### src/rtl/bli_pkg.sv
// Package: constants for the bit and logic instruction executor
package bli_pkg;
    // ==========================================
    // Opcode fields
    localparam int OPC_W = 12;
    localparam int DATA_W = 8;
    localparam int ADDR_W = 5;
    localparam int FADDR_LSB = 0;
    localparam int FADDR_MSB = 4;
    localparam int DEST_POS = 5;
    localparam int BIT_LSB = 5;
    localparam int BIT_MSB = 7;
    // ==========================================
    // Opcode patterns (upper bits)
    localparam logic [5:0] OP_AND_WORK_WITH_FILE = 6'h05; // 0001 01
    localparam logic [3:0] OP_BIT_CLEAR_FILE = 4'h4;      // 0100
    localparam logic [3:0] OP_BIT_SET_FILE = 4'h5;        // 0101
    localparam logic [3:0] OP_BIT_TEST_SKIP_IF_SET = 4'h7; // 0111
    // ==========================================
    // Reset values
    localparam logic [7:0] WORK_RST = 8'h00;
    localparam logic [11:0] OPC_RST = 12'h000;
    localparam logic [4:0] ADDR_RST = 5'h00;
    localparam logic [7:0] WDATA_RST = 8'h00;
    localparam logic ZERO_RST = 1'b0;
    // ==========================================
    // Instruction classes
    typedef enum logic [2:0] {
        BLI_NONE,
        BLI_AND,
        BLI_BCLR,
        BLI_BSET,
        BLI_BTEST
    } bli_op_t;
endpackage : bli_pkg

### src/rtl/bli_exec.sv
// Execute stage for AND-with-file, bit clear, bit set and bit test with skip
`timescale 1ns/1ns
`default_nettype none
module bli_exec
    import bli_pkg::*;
(
    input wire logic core_clk_i,                // Instruction clock
    input wire logic reset_n_i,                 // Async reset, low
    input wire logic instr_valid_i,             // Opcode present this cycle
    input wire logic [OPC_W-1:0] opcode_i,      // Current opcode
    input wire logic [DATA_W-1:0] file_rdata_i, // Addressed file register value
    output logic [ADDR_W-1:0] file_addr_o,      // Address of file register
    output logic [DATA_W-1:0] file_wdata_o,     // Write data
    output logic file_we_o,                     // File write pulse
    output logic [DATA_W-1:0] work_o,           // Working register
    output logic zero_we_o,                     // Zero flag write pulse
    output logic zero_o,                        // Zero flag value to write
    output logic skip_o,                        // Prefetched opcode cancelled
    output logic nop_cycle_o                    // This cycle ran as no-op
);
    // ==========================================
    // Decode helpers
    // Classify the opcode; used by the decode and the checks
    function automatic bli_op_t decode_op(input logic [OPC_W-1:0] op);
        decode_op = BLI_NONE;
        if (op[11:6] == OP_AND_WORK_WITH_FILE) begin
            decode_op = BLI_AND;
        end else if (op[11:8] == OP_BIT_CLEAR_FILE) begin
            decode_op = BLI_BCLR;
        end else if (op[11:8] == OP_BIT_SET_FILE) begin
            decode_op = BLI_BSET;
        end else if (op[11:8] == OP_BIT_TEST_SKIP_IF_SET) begin
            decode_op = BLI_BTEST;
        end
    endfunction : decode_op

    // ==========================================
    // State
    logic [DATA_W-1:0] work_q, work_d;           // Working register
    logic [ADDR_W-1:0] addr_q, addr_d;           // Registered address
    logic [DATA_W-1:0] wdata_q, wdata_d;         // Registered write data
    logic fwe_q, fwe_d;                          // File write strobe
    logic zwe_q, zwe_d;                          // Zero write strobe
    logic zero_q, zero_d;                        // Zero value
    logic skip_q, skip_d;                        // Cancel next opcode
    logic nop_q, nop_d;                          // No-op marker

    // Fields of the current opcode
    bli_op_t op_cls;                             // Class of opcode
    logic [ADDR_W-1:0] faddr;                    // File address 0-31
    logic [2:0] bidx;                            // Bit index 0-7
    logic dest;                                  // Destination select
    logic [DATA_W-1:0] and_res;                  // AND result
    logic [DATA_W-1:0] bmask;                    // One-hot bit mask

    // ==========================================
    // Next-state logic
    // File address is decoded from the opcode for internal use only; the register file
    // sees just the registered address on file_addr_o, which follows for write.
    always_comb begin
        faddr = opcode_i[FADDR_MSB:FADDR_LSB];
        bidx = opcode_i[BIT_MSB:BIT_LSB];
        dest = opcode_i[DEST_POS];
        op_cls = decode_op(opcode_i);
        and_res = work_q & file_rdata_i;
        bmask = 8'h01 << bidx;
        work_d = work_q;
        addr_d = faddr;
        wdata_d = wdata_q;
        fwe_d = 1'b0;
        zwe_d = 1'b0;
        zero_d = zero_q;
        skip_d = 1'b0;
        nop_d = 1'b0;
        if (skip_q) begin
            // Prefetched opcode discarded, this cycle is a no-op
            // Dropped whether or not it was marked valid: the fetch side
            // cannot take back an opcode it has already handed over
            nop_d = 1'b1;
        end else if (instr_valid_i) begin
            case (op_cls)
                BLI_AND: begin
                    zwe_d = 1'b1;
                    zero_d = (and_res == 8'h00);
                    if (dest) begin
                        fwe_d = 1'b1;
                        wdata_d = and_res;
                    end else begin
                        work_d = and_res;
                    end
                end
                BLI_BCLR: begin
                    fwe_d = 1'b1;
                    wdata_d = file_rdata_i & ~bmask;
                end
                BLI_BSET: begin
                    fwe_d = 1'b1;
                    wdata_d = file_rdata_i | bmask;
                end
                BLI_BTEST: begin
                    skip_d = file_rdata_i[bidx];
                end
                default: begin
                    // Other opcodes belong to other units
                end
            endcase
        end
    end

    // Register update
    // Reset branch loads constants only, so no data path feeds the reset
    always_ff @(posedge core_clk_i or negedge reset_n_i) begin
        if (!reset_n_i) begin
            work_q <= WORK_RST;
            addr_q <= ADDR_RST;
            wdata_q <= WDATA_RST;
            fwe_q <= 1'b0;
            zwe_q <= 1'b0;
            zero_q <= ZERO_RST;
            skip_q <= 1'b0;
            nop_q <= 1'b0;
        end else begin
            work_q <= work_d;
            addr_q <= addr_d;
            wdata_q <= wdata_d;
            fwe_q <= fwe_d;
            zwe_q <= zwe_d;
            zero_q <= zero_d;
            skip_q <= skip_d;
            nop_q <= nop_d;
        end
    end

    // ==========================================
    // Outputs, all from flip-flops
    // Plain copies of the flops, so consumers never see decode glitches
    assign file_addr_o = addr_q;
    assign file_wdata_o = wdata_q;
    assign file_we_o = fwe_q;
    assign work_o = work_q;
    assign zero_we_o = zwe_q;
    assign zero_o = zero_q;
    assign skip_o = skip_q;
    assign nop_cycle_o = nop_q;

    // ==========================================
    // Checks
    // All checks sleep while reset is low; after release the |=> checks only arm on the first edge,
    // but a_nop_cause and a_addr_field read $past in a consequent there, from an edge inside reset
    // Zero flag follows the AND result; the strobe marks the update
    a_and_zero: assert property (@(posedge core_clk_i) disable iff (!reset_n_i)
        (instr_valid_i && !skip_q && decode_op(opcode_i) == BLI_AND)
        |=> (zero_we_o && zero_o == ($past(work_q & file_rdata_i) == 8'h00)))
        else $error("and did not update zero");
    // Destination zero lands in the working register, no file write
    a_and_to_work: assert property (@(posedge core_clk_i) disable iff (!reset_n_i)
        (instr_valid_i && !skip_q && decode_op(opcode_i) == BLI_AND && !opcode_i[5])
        |=> (!file_we_o && work_o == $past(work_q & file_rdata_i)))
        else $error("and to work wrong");
    // Destination one goes back to the file, working register kept
    a_and_to_file: assert property (@(posedge core_clk_i) disable iff (!reset_n_i)
        (instr_valid_i && !skip_q && decode_op(opcode_i) == BLI_AND && opcode_i[5])
        |=> (file_we_o && $stable(work_o) && file_wdata_o == $past(work_q & file_rdata_i)))
        else $error("and to file wrong");
    // Only the selected bit drops; the other seven pass through
    a_bit_clear: assert property (@(posedge core_clk_i) disable iff (!reset_n_i)
        (instr_valid_i && !skip_q && decode_op(opcode_i) == BLI_BCLR)
        |=> (file_we_o && !zero_we_o
             && file_wdata_o == ($past(file_rdata_i) & ~(8'h01 << $past(opcode_i[7:5])))
             && file_addr_o == $past(opcode_i[4:0])))
        else $error("bit clear wrong");
    // Only the selected bit rises; flags untouched
    a_bit_set: assert property (@(posedge core_clk_i) disable iff (!reset_n_i)
        (instr_valid_i && !skip_q && decode_op(opcode_i) == BLI_BSET)
        |=> (file_we_o && !zero_we_o && file_wdata_o == ($past(file_rdata_i)
             | (8'h01 << $past(opcode_i[7:5])))))
        else $error("bit set wrong");
    // Skip raised exactly when the tested bit reads one
    a_test_skip: assert property (@(posedge core_clk_i) disable iff (!reset_n_i)
        (instr_valid_i && !skip_q && decode_op(opcode_i) == BLI_BTEST)
        |=> (skip_o == $past(file_rdata_i[opcode_i[7:5]]) && !file_we_o && !zero_we_o))
        else $error("bit test skip wrong");
    // The opcode behind a taken test must leave no trace
    a_skip_cancel: assert property (@(posedge core_clk_i) disable iff (!reset_n_i)
        skip_o |=> (nop_cycle_o && !file_we_o && !zero_we_o && !skip_o && $stable(work_o)))
        else $error("prefetched opcode not cancelled");
    // A no-op cycle only ever follows a taken skip
    a_nop_cause: assert property (@(posedge core_clk_i) disable iff (!reset_n_i)
        nop_cycle_o |-> $past(skip_o))
        else $error("no-op without skip");
    // A taken test spends two cycles: skip, then the no-op
    a_skip_two: assert property (@(posedge core_clk_i) disable iff (!reset_n_i)
        (instr_valid_i && !skip_q && decode_op(opcode_i) == BLI_BTEST
         && file_rdata_i[opcode_i[BIT_MSB:BIT_LSB]])
        |=> skip_o ##1 nop_cycle_o)
        else $error("taken test not two cycles");
    // Idle or foreign cycles must not touch file, flag or skip
    a_idle_quiet: assert property (@(posedge core_clk_i) disable iff (!reset_n_i)
        (!skip_q && (!instr_valid_i || decode_op(opcode_i) == BLI_NONE))
        |=> (!file_we_o && !zero_we_o && !skip_o && !nop_cycle_o && $stable(work_o)))
        else $error("idle cycle changed state");
    // Write address is the field of the opcode taken one edge before
    a_addr_field: assert property (@(posedge core_clk_i) disable iff (!reset_n_i)
        file_we_o |-> file_addr_o == $past(opcode_i[FADDR_MSB:FADDR_LSB]))
        else $error("write address not from opcode field");
    // Bit instructions and the skip path leave the working register alone
    a_work_hold: assert property (@(posedge core_clk_i) disable iff (!reset_n_i)
        (skip_q || decode_op(opcode_i) inside {BLI_BCLR, BLI_BSET, BLI_BTEST})
        |=> ($stable(work_o) && !zero_we_o))
        else $error("working register disturbed");
endmodule : bli_exec
`default_nettype wire

### config.mk
export PLATFORM = sky130hd
export DESIGN_NAME = bli_exec
export DESIGN_NICKNAME = d
export VERILOG_FILES = /design/src/rtl/bli_pkg.sv /design/src/rtl/bli_exec.sv
export SDC_FILE = /design/constraint.sdc
export NUM_CORES = 1
export LEC_CHECK = 0
export ABC_AREA = 1
export BUFFER_PORTS_ARGS = -buffer_cell sky130_fd_sc_hd__buf_2
export CORE_MARGIN = 1
export CORE_UTILIZATION = 35
export CTS_CLUSTER_SIZE = 20
export DETAILED_ROUTE_END_ITERATION = 7
export PLACE_DENSITY_LB_ADDON = 0.08
export SETUP_SLACK_MARGIN = 0.02
export SLEW_MARGIN = 30
export SYNTH_ARGS = -nofsm -noshare
export SYNTH_HDL_FRONTEND = slang
export SYNTH_SLANG_ARGS = --single-unit
### constraint.sdc
create_clock -name core_clk_i -period 1.35 [get_ports core_clk_i]
set_input_delay 0.0675 -clock core_clk_i [delete_from_list [all_inputs] [get_ports core_clk_i]]
set_output_delay 0.0675 -clock core_clk_i [all_outputs]
set_load 0.01 [all_outputs]
==> results of run 1 <==
[where the power goes]
part	total, mW	switching, mW	internal, mW
Combinational	0.252	0.156	0.0964
Sequential	0.821	0.0119	0.809
Clock	0.650	0.253	0.397
Total	1.72	0.421	1.30
[synth_stat cells, drive strengths merged]
master  instances  area, um^2
clkinv          1        8.76
dfrtp          26         651
o21ai           3        15.0
nand4           2        12.5
buf             2        16.3
nand3          34         195
a21oi           1        8.76
nor3            1        5.00
inv            15        58.8
nor2           11        73.8
nand2          88         345
[placed cells by master (no fill, tap or decap), drive strengths merged]
master        n
clkinv        1
clkbuf        3
nor3          1
nand4         2
bufinv        1
a21oi         1
inv          15
nor2         11
dfrtp        26
nand3        34
buf          48
o21ai         3
dlygate4sd3   6
nand2        88
[through the flow]
stage | utilization | instance area [um^2]
after floorplan | - | 1390
after global placement | 0.447 | 1670
after detailed placement | 0.447 | 1670
after CTS | 0.482 | 1810
after global routing | 0.482 | 1810
final | 0.482 | 1810
[final cells by class]
| type | instances | area [um^2] |
|---|---|---|
| fillers | 408 | 1940 |
| multi-input cells | 140 | 656 |
| flip-flops and latches | 26 | 651 |
| repair buffers | 54 | 300 |
| inverters | 16 | 67.6 |
| well taps | 48 | 60.1 |
| clock buffers | 3 | 41.3 |
| clock inverters | 1 | 30.0 |
[logic make-up (layout without fill, tap and decap cells)]
group / Yosys count / after routing
and+or+nand+nor: 136 / 136
DFF: 26 / 26
buffers and inverters: 18 / 74
AOI/OAI and AO/OA: 4 / 4
[state kept, by name, summed over array words and instances, names as in the netlist]
register      flops
file_addr_o       5
file_we_o         1
nop_cycle_o       1
zero_we_o         1
file_wdata_o      8
skip_o            1
zero_o            1
work_o            8
[how the worst max path moves through the flow]
stage / end / startpoint / slack (ps)
after floorplan: file_wdata_o[0]$_DFFE_PN0P_ / skip_o$_DFF_PN0_ / 290
after global placement: file_wdata_o[4]$_DFFE_PN0P_ / skip_o$_DFF_PN0_ / 220
after detailed placement: file_wdata_o[1]$_DFFE_PN0P_ / skip_o$_DFF_PN0_ / 220
after CTS: file_wdata_o[1]$_DFFE_PN0P_ / skip_o$_DFF_PN0_ / 190
after global routing: file_wdata_o[1]$_DFFE_PN0P_ / skip_o$_DFF_PN0_ / 70
final: file_wdata_o[3]$_DFFE_PN0P_ / skip_o$_DFF_PN0_ / 210
[per-layer routing]
metal  global-route usage  vias up  routed length (um)
li1                     -      695                   -
met1                0.256      563                1710
met2                0.253       31                1380
met3               0.0211        4                 142
met4               0.0543        0                  29
met5                    0        -                   0
[tightest hold or removal path: stages]
cell	delay [ps]
sky130_fd_sc_hd__buf_2	110
sky130_fd_sc_hd__nand2_1	70
sky130_fd_sc_hd__nand2_1	60
==> tab_implementation.tex, run 1 <==
\begin{tabular}{lr}
\hline
Metric & Value \\
\hline
\multicolumn{2}{l}{\textbf{Route}} \\
Remaining antenna violation count & 0 \\
Total DRC errors in the routed layout & 0 \\
Via total after detailed routing & 1293 \\
Count of TritonRoute iterations in the first routing pass & 4 \\
Vias per std cell & 4.49 \\
Number of DRC markers in iteration 0 & 60 \\
Routed WL & 3270 um \\
Routed length per instance & 11.4 um \\
\multicolumn{2}{l}{\textbf{Clocking}} \\
Cell chosen for the clock root & sky130\_fd\_sc\_hd\_\_clkbuf\_8 \\
CTS clock-pin slew for the worst setup and hold paths & 90 ps \\
TritonCTS clock tree & yes \\
Number of instances resized during post-cts repair & 0 \\
Num Clock Sinks & 26 \\
\# Post-CTS Setup Buffers & 0 \\
Total CTS buffers & 3 \\
Hold-fix buffer count after cts & 6 \\
Clk buf depth & 2 \\
H-tree levels & 1 \\
Clock latency on the worst-skew pair & 270 ps \\
\multicolumn{2}{l}{\textbf{Worst setup path}} \\
Data arrival time of the critical path & 1360 ps \\
Peak per-stage delay on the critical path & 400 ps \\
Sum of buffers and inverters on the critical path & 2 \\
Cell type of the slowest stage on the worst timing path & sky130\_fd\_sc\_hd\_\_dfrtp\_1 \\
Top cell by count, worst path & sky130\_fd\_sc\_hd\_\_nand2\_1 \\
Destination of the worst register-to-register timing path & file\_wdata\_o[3]\$\_DFFE\_PN0P\_ \\
Setup slack of the most critical reg-to-reg path & 210 ps \\
Startpoint of the worst register-to-register path & skip\_o\$\_DFF\_PN0\_ \\
Crit-path cells & inv\_1 -> nand2\_1 -> a21oi\_2 -> nand2\_4 -> clkinv\_4 -> nand2\_1 -> nand2\_1 \\
Highest net fanout along the worst path & 9 \\
Largest delay share family, worst path & flip-flops \\
Stages on the worst setup path & 7 \\
Critical Path End Type & flip-flop \\
Critical setup path kind & flip-flop to flip-flop \\
Kind of start point of the critical path & flip-flop \\
Worst reg2reg path depth & 7 \\
Critical path required time & 1570 ps \\
\multicolumn{2}{l}{\textbf{Status}} \\
Result of the run & finished clean \\
\multicolumn{2}{l}{\textbf{Global routing}} \\
Number of antenna violations at the first check in global routing & 0 \\
Overall track demand over capacity in global routing & 0.171 \\
Wire length of the first global-routing pass & 5450 um \\
Vias in the first global route & 1160 \\
Largest net degree at the start of global routing & 27 \\
Overflow left after global routing & 0 \\
\multicolumn{2}{l}{\textbf{Placement}} \\
\# placed instances & 278 \\
Final GP Congestion & 0.815 \\
Post-place setup slack & 217 ps \\
HPWL Detailed & 2470 um \\
Port Buf Inserts & 48 \\
\multicolumn{2}{l}{\textbf{Pwr}} \\
Overall Power & 1.72 mW \\
Reported leakage power & 1.05 nW \\
Worst voltage drop across the vdd grid & 0.328 mV \\
Pwr/cell area & 954 nW/um\^{}2 \\
\multicolumn{2}{l}{\textbf{STA}} \\
Max\_slew headroom & 0.616 \\
RSZ-0062 raised after global routing & false \\
Hold Violations, Final & 0 \\
Worst-case hold slack & 56.6 ps \\
Pin slew with the least headroom to its limit & 576 ps \\
Min cycle time layout & 1140 ps \\
Crit path setup slack, layout & 208 ps \\
Max Slew Vio Count & 0 \\
Final worst path period share & 0.846 \\
Summed negative setup slack over all endpoints & 0 ps \\
Final setup skew & 5.63 ps \\
Final count of negative-setup-slack endpoints & 0 \\
Max frequency & 876 MHz \\
\multicolumn{2}{l}{\textbf{Run}} \\
Max-cap check violation count & 0 \\
\multicolumn{2}{l}{\textbf{Logic synthesis}} \\
Synthesized-area fraction occupied by xor and xnor cells & 0 \\
Average instance area after synthesis & 7.55 um\^{}2 \\
Net count after synthesis & 207 \\
Synth Area in Adders & 0 \\
Dominant combinational cell family by area after synthesis & simple AND/OR/NAND/NOR gates \\
Count of state elements after synthesis & 26 \\
Portion of netlist area occupied by mux cells & 0 \\
Total standard cell area after synthesis & 1390 um\^{}2 \\
Instance count of the mapped netlist & 184 \\
Proportion of synthesized chip area in sequential cells & 0.468 \\
Yosys warning count & 0 \\
Post-synthesis cell type count & 19 \\
Area fraction in compound gates after synthesis & 0.0171 \\
Share of synthesized cell area in and, or, nand and nor gates & 0.455 \\
\multicolumn{2}{l}{\textbf{Min path}} \\
HP Class & input pin to flip-flop \\
Cells on Worst Hold Path & 3 \\
Source of the worst hold timing path & file\_rdata\_i[2] \\
Min-Delay Endpoint & work\_o[2]\$\_DFFE\_PN0P\_ \\
\multicolumn{2}{l}{\textbf{Cells and area}} \\
Post-layout nets & 264 \\
P\&R area growth vs syn & 29.9\% \\
Antenna diode count & 0 \\
Number of cells in the finished layout apart from fillers & 288 \\
Fraction of final layout cells with drive strength greater than 1 & 0.283 \\
\multicolumn{2}{l}{\textbf{Die}} \\
Die outline area & 4230 um\^{}2 \\
Initial standard-cell utilization of the core & 0.371 \\
Die W & 65.0 um \\
Die Height & 65.0 um \\
IO Pins & 49 \\
Total number of placement rows & 22 \\
Std-Cell Core Area & 3740 um\^{}2 \\
\hline
\end{tabular}
(Power assumes the default switching activity.)
==> inputs of run 2 (changes only) <==
--- a/config.mk
+++ b/config.mk
@@ -5,7 +5,7 @@
 export SDC_FILE = /design/constraint.sdc
 export NUM_CORES = 1
 export LEC_CHECK = 0
-export ABC_AREA = 1
+export ABC_AREA = 0
 export BUFFER_PORTS_ARGS = -buffer_cell sky130_fd_sc_hd__buf_2
 export CORE_MARGIN = 1
 export CORE_UTILIZATION = 35
==> constraint.sdc (replaced) <==
create_clock -name core_clk_i -period 1.1 [get_ports core_clk_i]
set_input_delay 0.055 -clock core_clk_i [delete_from_list [all_inputs] [get_ports core_clk_i]]
set_output_delay 0.055 -clock core_clk_i [all_outputs]
set_load 0.01 [all_outputs]
==> tab_implementation.tex, run 2 <==
\begin{tabular}{lr}
\hline
Metric & Value \\
\hline
\multicolumn{2}{l}{\textbf{STA}} \\
Max Slew Vio Count & 0 (unchanged) \\
RSZ-0062 raised after global routing & true \\
Max frequency & 813 MHz (-7.1\%) \\
Crit path setup slack, layout & -129 ps (-338 ps) \\
Worst-case hold slack & -13.0 ps (-69.7 ps) \\
Final worst path period share & 1.12 (+0.272) \\
Final setup skew & 1.71 ps (-3.92 ps) \\
Max\_slew headroom & 0.622 (+0.00585) \\
Final count of negative-setup-slack endpoints & 10 (+10) \\
Hold Violations, Final & 1 (+1) \\
Summed negative setup slack over all endpoints & -1090 ps (-1090 ps) \\
Min cycle time layout & 1230 ps (+87.9 ps) \\
Pin slew with the least headroom to its limit & 567 ps (-8.77 ps) \\
\multicolumn{2}{l}{\textbf{Worst setup path}} \\
Data arrival time of the critical path & 1470 ps (+110 ps) \\
Critical path required time & 1340 ps (-230 ps) \\
Largest delay share family, worst path & simple AND/OR/NAND/NOR gates \\
Kind of start point of the critical path & flip-flop \\
Highest net fanout along the worst path & 8 (-1) \\
Crit-path cells & nand2b\_4 -> or3\_4 -> o21a\_1 \\
Sum of buffers and inverters on the critical path & 0 (-2) \\
Peak per-stage delay on the critical path & 420 ps (+20 ps) \\
Startpoint of the worst register-to-register path & skip\_o\$\_DFF\_PN0\_ \\
Worst setup path start & skip\_o\$\_DFF\_PN0\_ \\
Critical setup path kind & flip-flop to flip-flop \\
Cell type of the slowest stage on the worst timing path & sky130\_fd\_sc\_hd\_\_dfrtp\_1 \\
Critical Path End Type & flip-flop \\
\multicolumn{2}{l}{\textbf{Min path}} \\
HP Class & input pin to flip-flop \\
Source of the worst hold timing path & instr\_valid\_i \\
\multicolumn{2}{l}{\textbf{Route}} \\
Routed WL & 3210 um (-1.9\%) \\
Number of DRC markers in iteration 0 & 28 (-53\%) \\
Total DRC errors in the routed layout & 0 (unchanged) \\
Vias per std cell & 4.94 (+9.9\%) \\
Via total after detailed routing & 1155 (-11\%) \\
Routed length per instance & 13.7 um (+21\%) \\
Count of TritonRoute iterations in the first routing pass & 4 (unchanged) \\
Remaining antenna violation count & 0 (unchanged) \\
\multicolumn{2}{l}{\textbf{Pwr}} \\
Pwr/cell area & 1130 nW/um\^{}2 (+19\%) \\
Reported leakage power & 0.890 nW (-16\%) \\
Switching power as a share of total power & 0.262 (+0.0180) \\
Pint & 1.64 mW (+26\%) \\
Overall Power & 2.23 mW (+29\%) \\
Part of the power in the clock network & 0.301 (-0.076) \\
Relative contribution of combinational cells to total power & 0.212 (+0.066) \\
Worst voltage drop across the vdd grid & 0.453 mV (+38\%) \\
Seq pwr share & 0.486 (+0.009) \\
Total net switching power & 584 uW (+39\%) \\
\multicolumn{2}{l}{\textbf{Global routing}} \\
Largest net degree at the start of global routing & 27 (unchanged) \\
Number of antenna violations at the first check in global routing & 0 (unchanged) \\
Vias in the first global route & 1045 (-9.9\%) \\
Overflow left after global routing & 0 (unchanged) \\
Overall track demand over capacity in global routing & 0.182 (+0.0113) \\
Wire length of the first global-routing pass & 4940 um (-9.4\%) \\
\multicolumn{2}{l}{\textbf{Placement}} \\
Final GP Congestion & 0.801 (-1.7\%) \\
Post-place setup slack & -224 ps (-441 ps) \\
Port Buf Inserts & 48 (unchanged) \\
HPWL Detailed & 2370 um (-3.8\%) \\
\multicolumn{2}{l}{\textbf{Logic synthesis}} \\
Total standard cell area after synthesis & 1250 um\^{}2 (-10\%) \\
Async SR Flop Fraction & 1.00 (unchanged) \\
Library cell with the largest summed area after synthesis & sky130\_fd\_sc\_hd\_\_dfrtp\_1 \\
Count of state elements after synthesis & 26 (unchanged) \\
Average instance area after synthesis & 11.2 um\^{}2 (+49\%) \\
Yosys warning count & 0 (unchanged) \\
Leading cell type by number of instances after synthesis & sky130\_fd\_sc\_hd\_\_dfrtp\_1 \\
Most used standard cells in the synthesized netlist & 26 x sky130\_fd\_sc\_hd\_\_dfrtp\_1, 9 x sky130\_fd\_sc\_hd\_\_a21oi\_1, 8 x sky130\_fd\_sc\_hd\_\_a31oi\_1, 8 x sky130\_fd\_sc\_hd\_\_o21a\_1 \\
Instance count of the mapped netlist & 111 (-40\%) \\
Proportion of synthesized chip area in sequential cells & 0.521 (+0.0530) \\
Net count after synthesis & 134 (-35\%) \\
Post-synthesis cell type count & 31 (+12) \\
Number of enable flip-flop cells after synthesis & 0 (unchanged) \\
Cells taking the most area after synthesis & sky130\_fd\_sc\_hd\_\_dfrtp\_1 52\%, sky130\_fd\_sc\_hd\_\_o21a\_1 4.8\%, sky130\_fd\_sc\_hd\_\_o211ai\_1 4.2\% \\
Synth Flop Type & sky130\_fd\_sc\_hd\_\_dfrtp\_1 \\
Area share of the leading cell type in the synthesized netlist & 0.521 (+0.0530) \\
\multicolumn{2}{l}{\textbf{Clocking}} \\
Clock latency on the worst-skew pair & 330 ps (+60 ps) \\
Total CTS buffers & 3 (unchanged) \\
Clk buf depth & 2 (unchanged) \\
Num Clock Sinks & 26 (unchanged) \\
TritonCTS clock tree & yes \\
H-tree levels & 1 (unchanged) \\
Cell chosen for the clock root & sky130\_fd\_sc\_hd\_\_clkbuf\_4 \\
CTS clock-pin slew for the worst setup and hold paths & 150 ps (+60 ps) \\
\multicolumn{2}{l}{\textbf{Die}} \\
Die Height & 61.7 um (-5.1\%) \\
Die outline area & 3810 um\^{}2 (-9.9\%) \\
Die W & 61.7 um (-5.1\%) \\
IO Pins & 49 (unchanged) \\
Initial standard-cell utilization of the core & 0.368 (-0.00292) \\
Std-Cell Core Area & 3390 um\^{}2 (-9.5\%) \\
Total number of placement rows & 21 (-4.5\%) \\
\multicolumn{2}{l}{\textbf{Cells and area}} \\
Antenna diode count & 0 (unchanged) \\
Area of the multi-input gates & 603 um\^{}2 (-8.0\%) \\
Most common cell after layout, fill and taps aside & sky130\_fd\_sc\_hd\_\_buf\_2 \\
Commonest cells after routing, fill and taps aside & 41 x sky130\_fd\_sc\_hd\_\_buf\_2, 26 x sky130\_fd\_sc\_hd\_\_dfrtp\_1, 15 x sky130\_fd\_sc\_hd\_\_buf\_6 \\
Total of fill cells in the finished design & 299 (-27\%) \\
Post-layout nets & 212 (-20\%) \\
Fraction of final layout cells with drive strength greater than 1 & 0.489 (+0.206) \\
P\&R area growth vs syn & 57.6\% \\
Area used by sequential logic in the layout & 651 um\^{}2 (unchanged) \\
Final core utilization & 0.581 (+0.0984) \\
\multicolumn{2}{l}{\textbf{Run}} \\
Max-cap check violation count & 0 (unchanged) \\
\multicolumn{2}{l}{\textbf{Status}} \\
Result of the run & finished, violations left \\
Violated checks & negative hold slack, negative setup slack \\
\hline
\end{tabular}
run 2: changes by cell type after synthesis, moves of 4 or more:
cell	previous run	this run
sky130_fd_sc_hd__a21oi_1	0	9
sky130_fd_sc_hd__a31oi_1	0	8
sky130_fd_sc_hd__inv_1	12	0
sky130_fd_sc_hd__nand2_1	84	5
sky130_fd_sc_hd__nand3_1	32	7
sky130_fd_sc_hd__nand3b_1	0	4
sky130_fd_sc_hd__nor2_4	4	0
sky130_fd_sc_hd__o211ai_1	0	7
sky130_fd_sc_hd__o21a_1	0	8
run 2: path summary, 6_finish.rpt:
| kind | to | slack [ps] | cells after the start |
|---|---|---|---|
| min reg2reg | zero_o$_DFFE_PN0P_ | 530 | 1 |
| min | zero_we_o$_DFF_PN0_ | -10 | 3 |
| min in group asynchronous | file_we_o$_DFF_PN0_ | 230 | 2 |
| max in group asynchronous | zero_we_o$_DFF_PN0_ | 500 | 2 |
| max reg2reg | work_o[3]$_DFFE_PN0P_ | -130 | 3 |
| max | work_o[3]$_DFFE_PN0P_ | -130 | 3 |
run 2: repair_timing:
action / CTS / global route
resized for setup: 15 / 12
endpoints found under the hold margin: 37 / 4
setup buffers: 0 / 1
endpoints found under the setup margin: 23 / 24
hold buffers: 9 / 3
pin swaps: 3 / 7
run 2: worst reg2reg max path, stage by stage, from the launching register on:
cell	delay [ps]
sky130_fd_sc_hd__dfrtp_1	420
sky130_fd_sc_hd__nand2b_4	140
sky130_fd_sc_hd__or3_4	380
sky130_fd_sc_hd__o21a_1	200
run 2: logic make-up after synthesis:
kind of cell | count (synthesis) | share of synthesized area
simple gates | 36 | 0.179
mux | 4 | 0.0531
buf+inv | 8 | 0.0451
flops | 26 | 0.521
compound gates | 37 | 0.201
run 2: area by class of cell:
cell class / count / share of cell area
Clock buffer: 3 / 0.0114
Clock inverter: 1 / 0.0153
Multi-Input combinational cell: 77 / 0.306
Sequential cell: 26 / 0.331
Tap cell: 46 / 0.0292
Timing Repair Buffer: 81 / 0.307
run 2: power groups by stage:
stage	clock (mW)	sequential, mW	combinational (mW)
after floorplan	0	1.14	0.157
after global placement	0	1.09	0.416
after detailed placement	0	1.10	0.419
after CTS	0.697	1.08	0.453
after global routing	0.725	1.10	0.528
final	0.672	1.08	0.472
run 2: per-stage QoR:
| stage | cell area [um^2] | std cells |
|---|---|---|
| 6_report | 1970 | 234 |
| 3_3_place_gp | 1660 | 217 |
| 4_1_cts | 1880 | 230 |
| 3_5_place_dp | 1660 | 217 |
| 2_1_floorplan | 1260 | 111 |
| 5_1_grt | 1970 | 234 |
run 2: layer usage:
| layer | GRT usage | vias up | share of wire |
|---|---|---|---|
| li1 | - | 582 | - |
| met1 | 0.248 | 540 | 0.49 |
| met2 | 0.290 | 29 | 0.47 |
| met3 | 0.0331 | 4 | 0.029 |
| met4 | 0.0667 | 0 | 0.0094 |
| met5 | 0 | - | 0 |
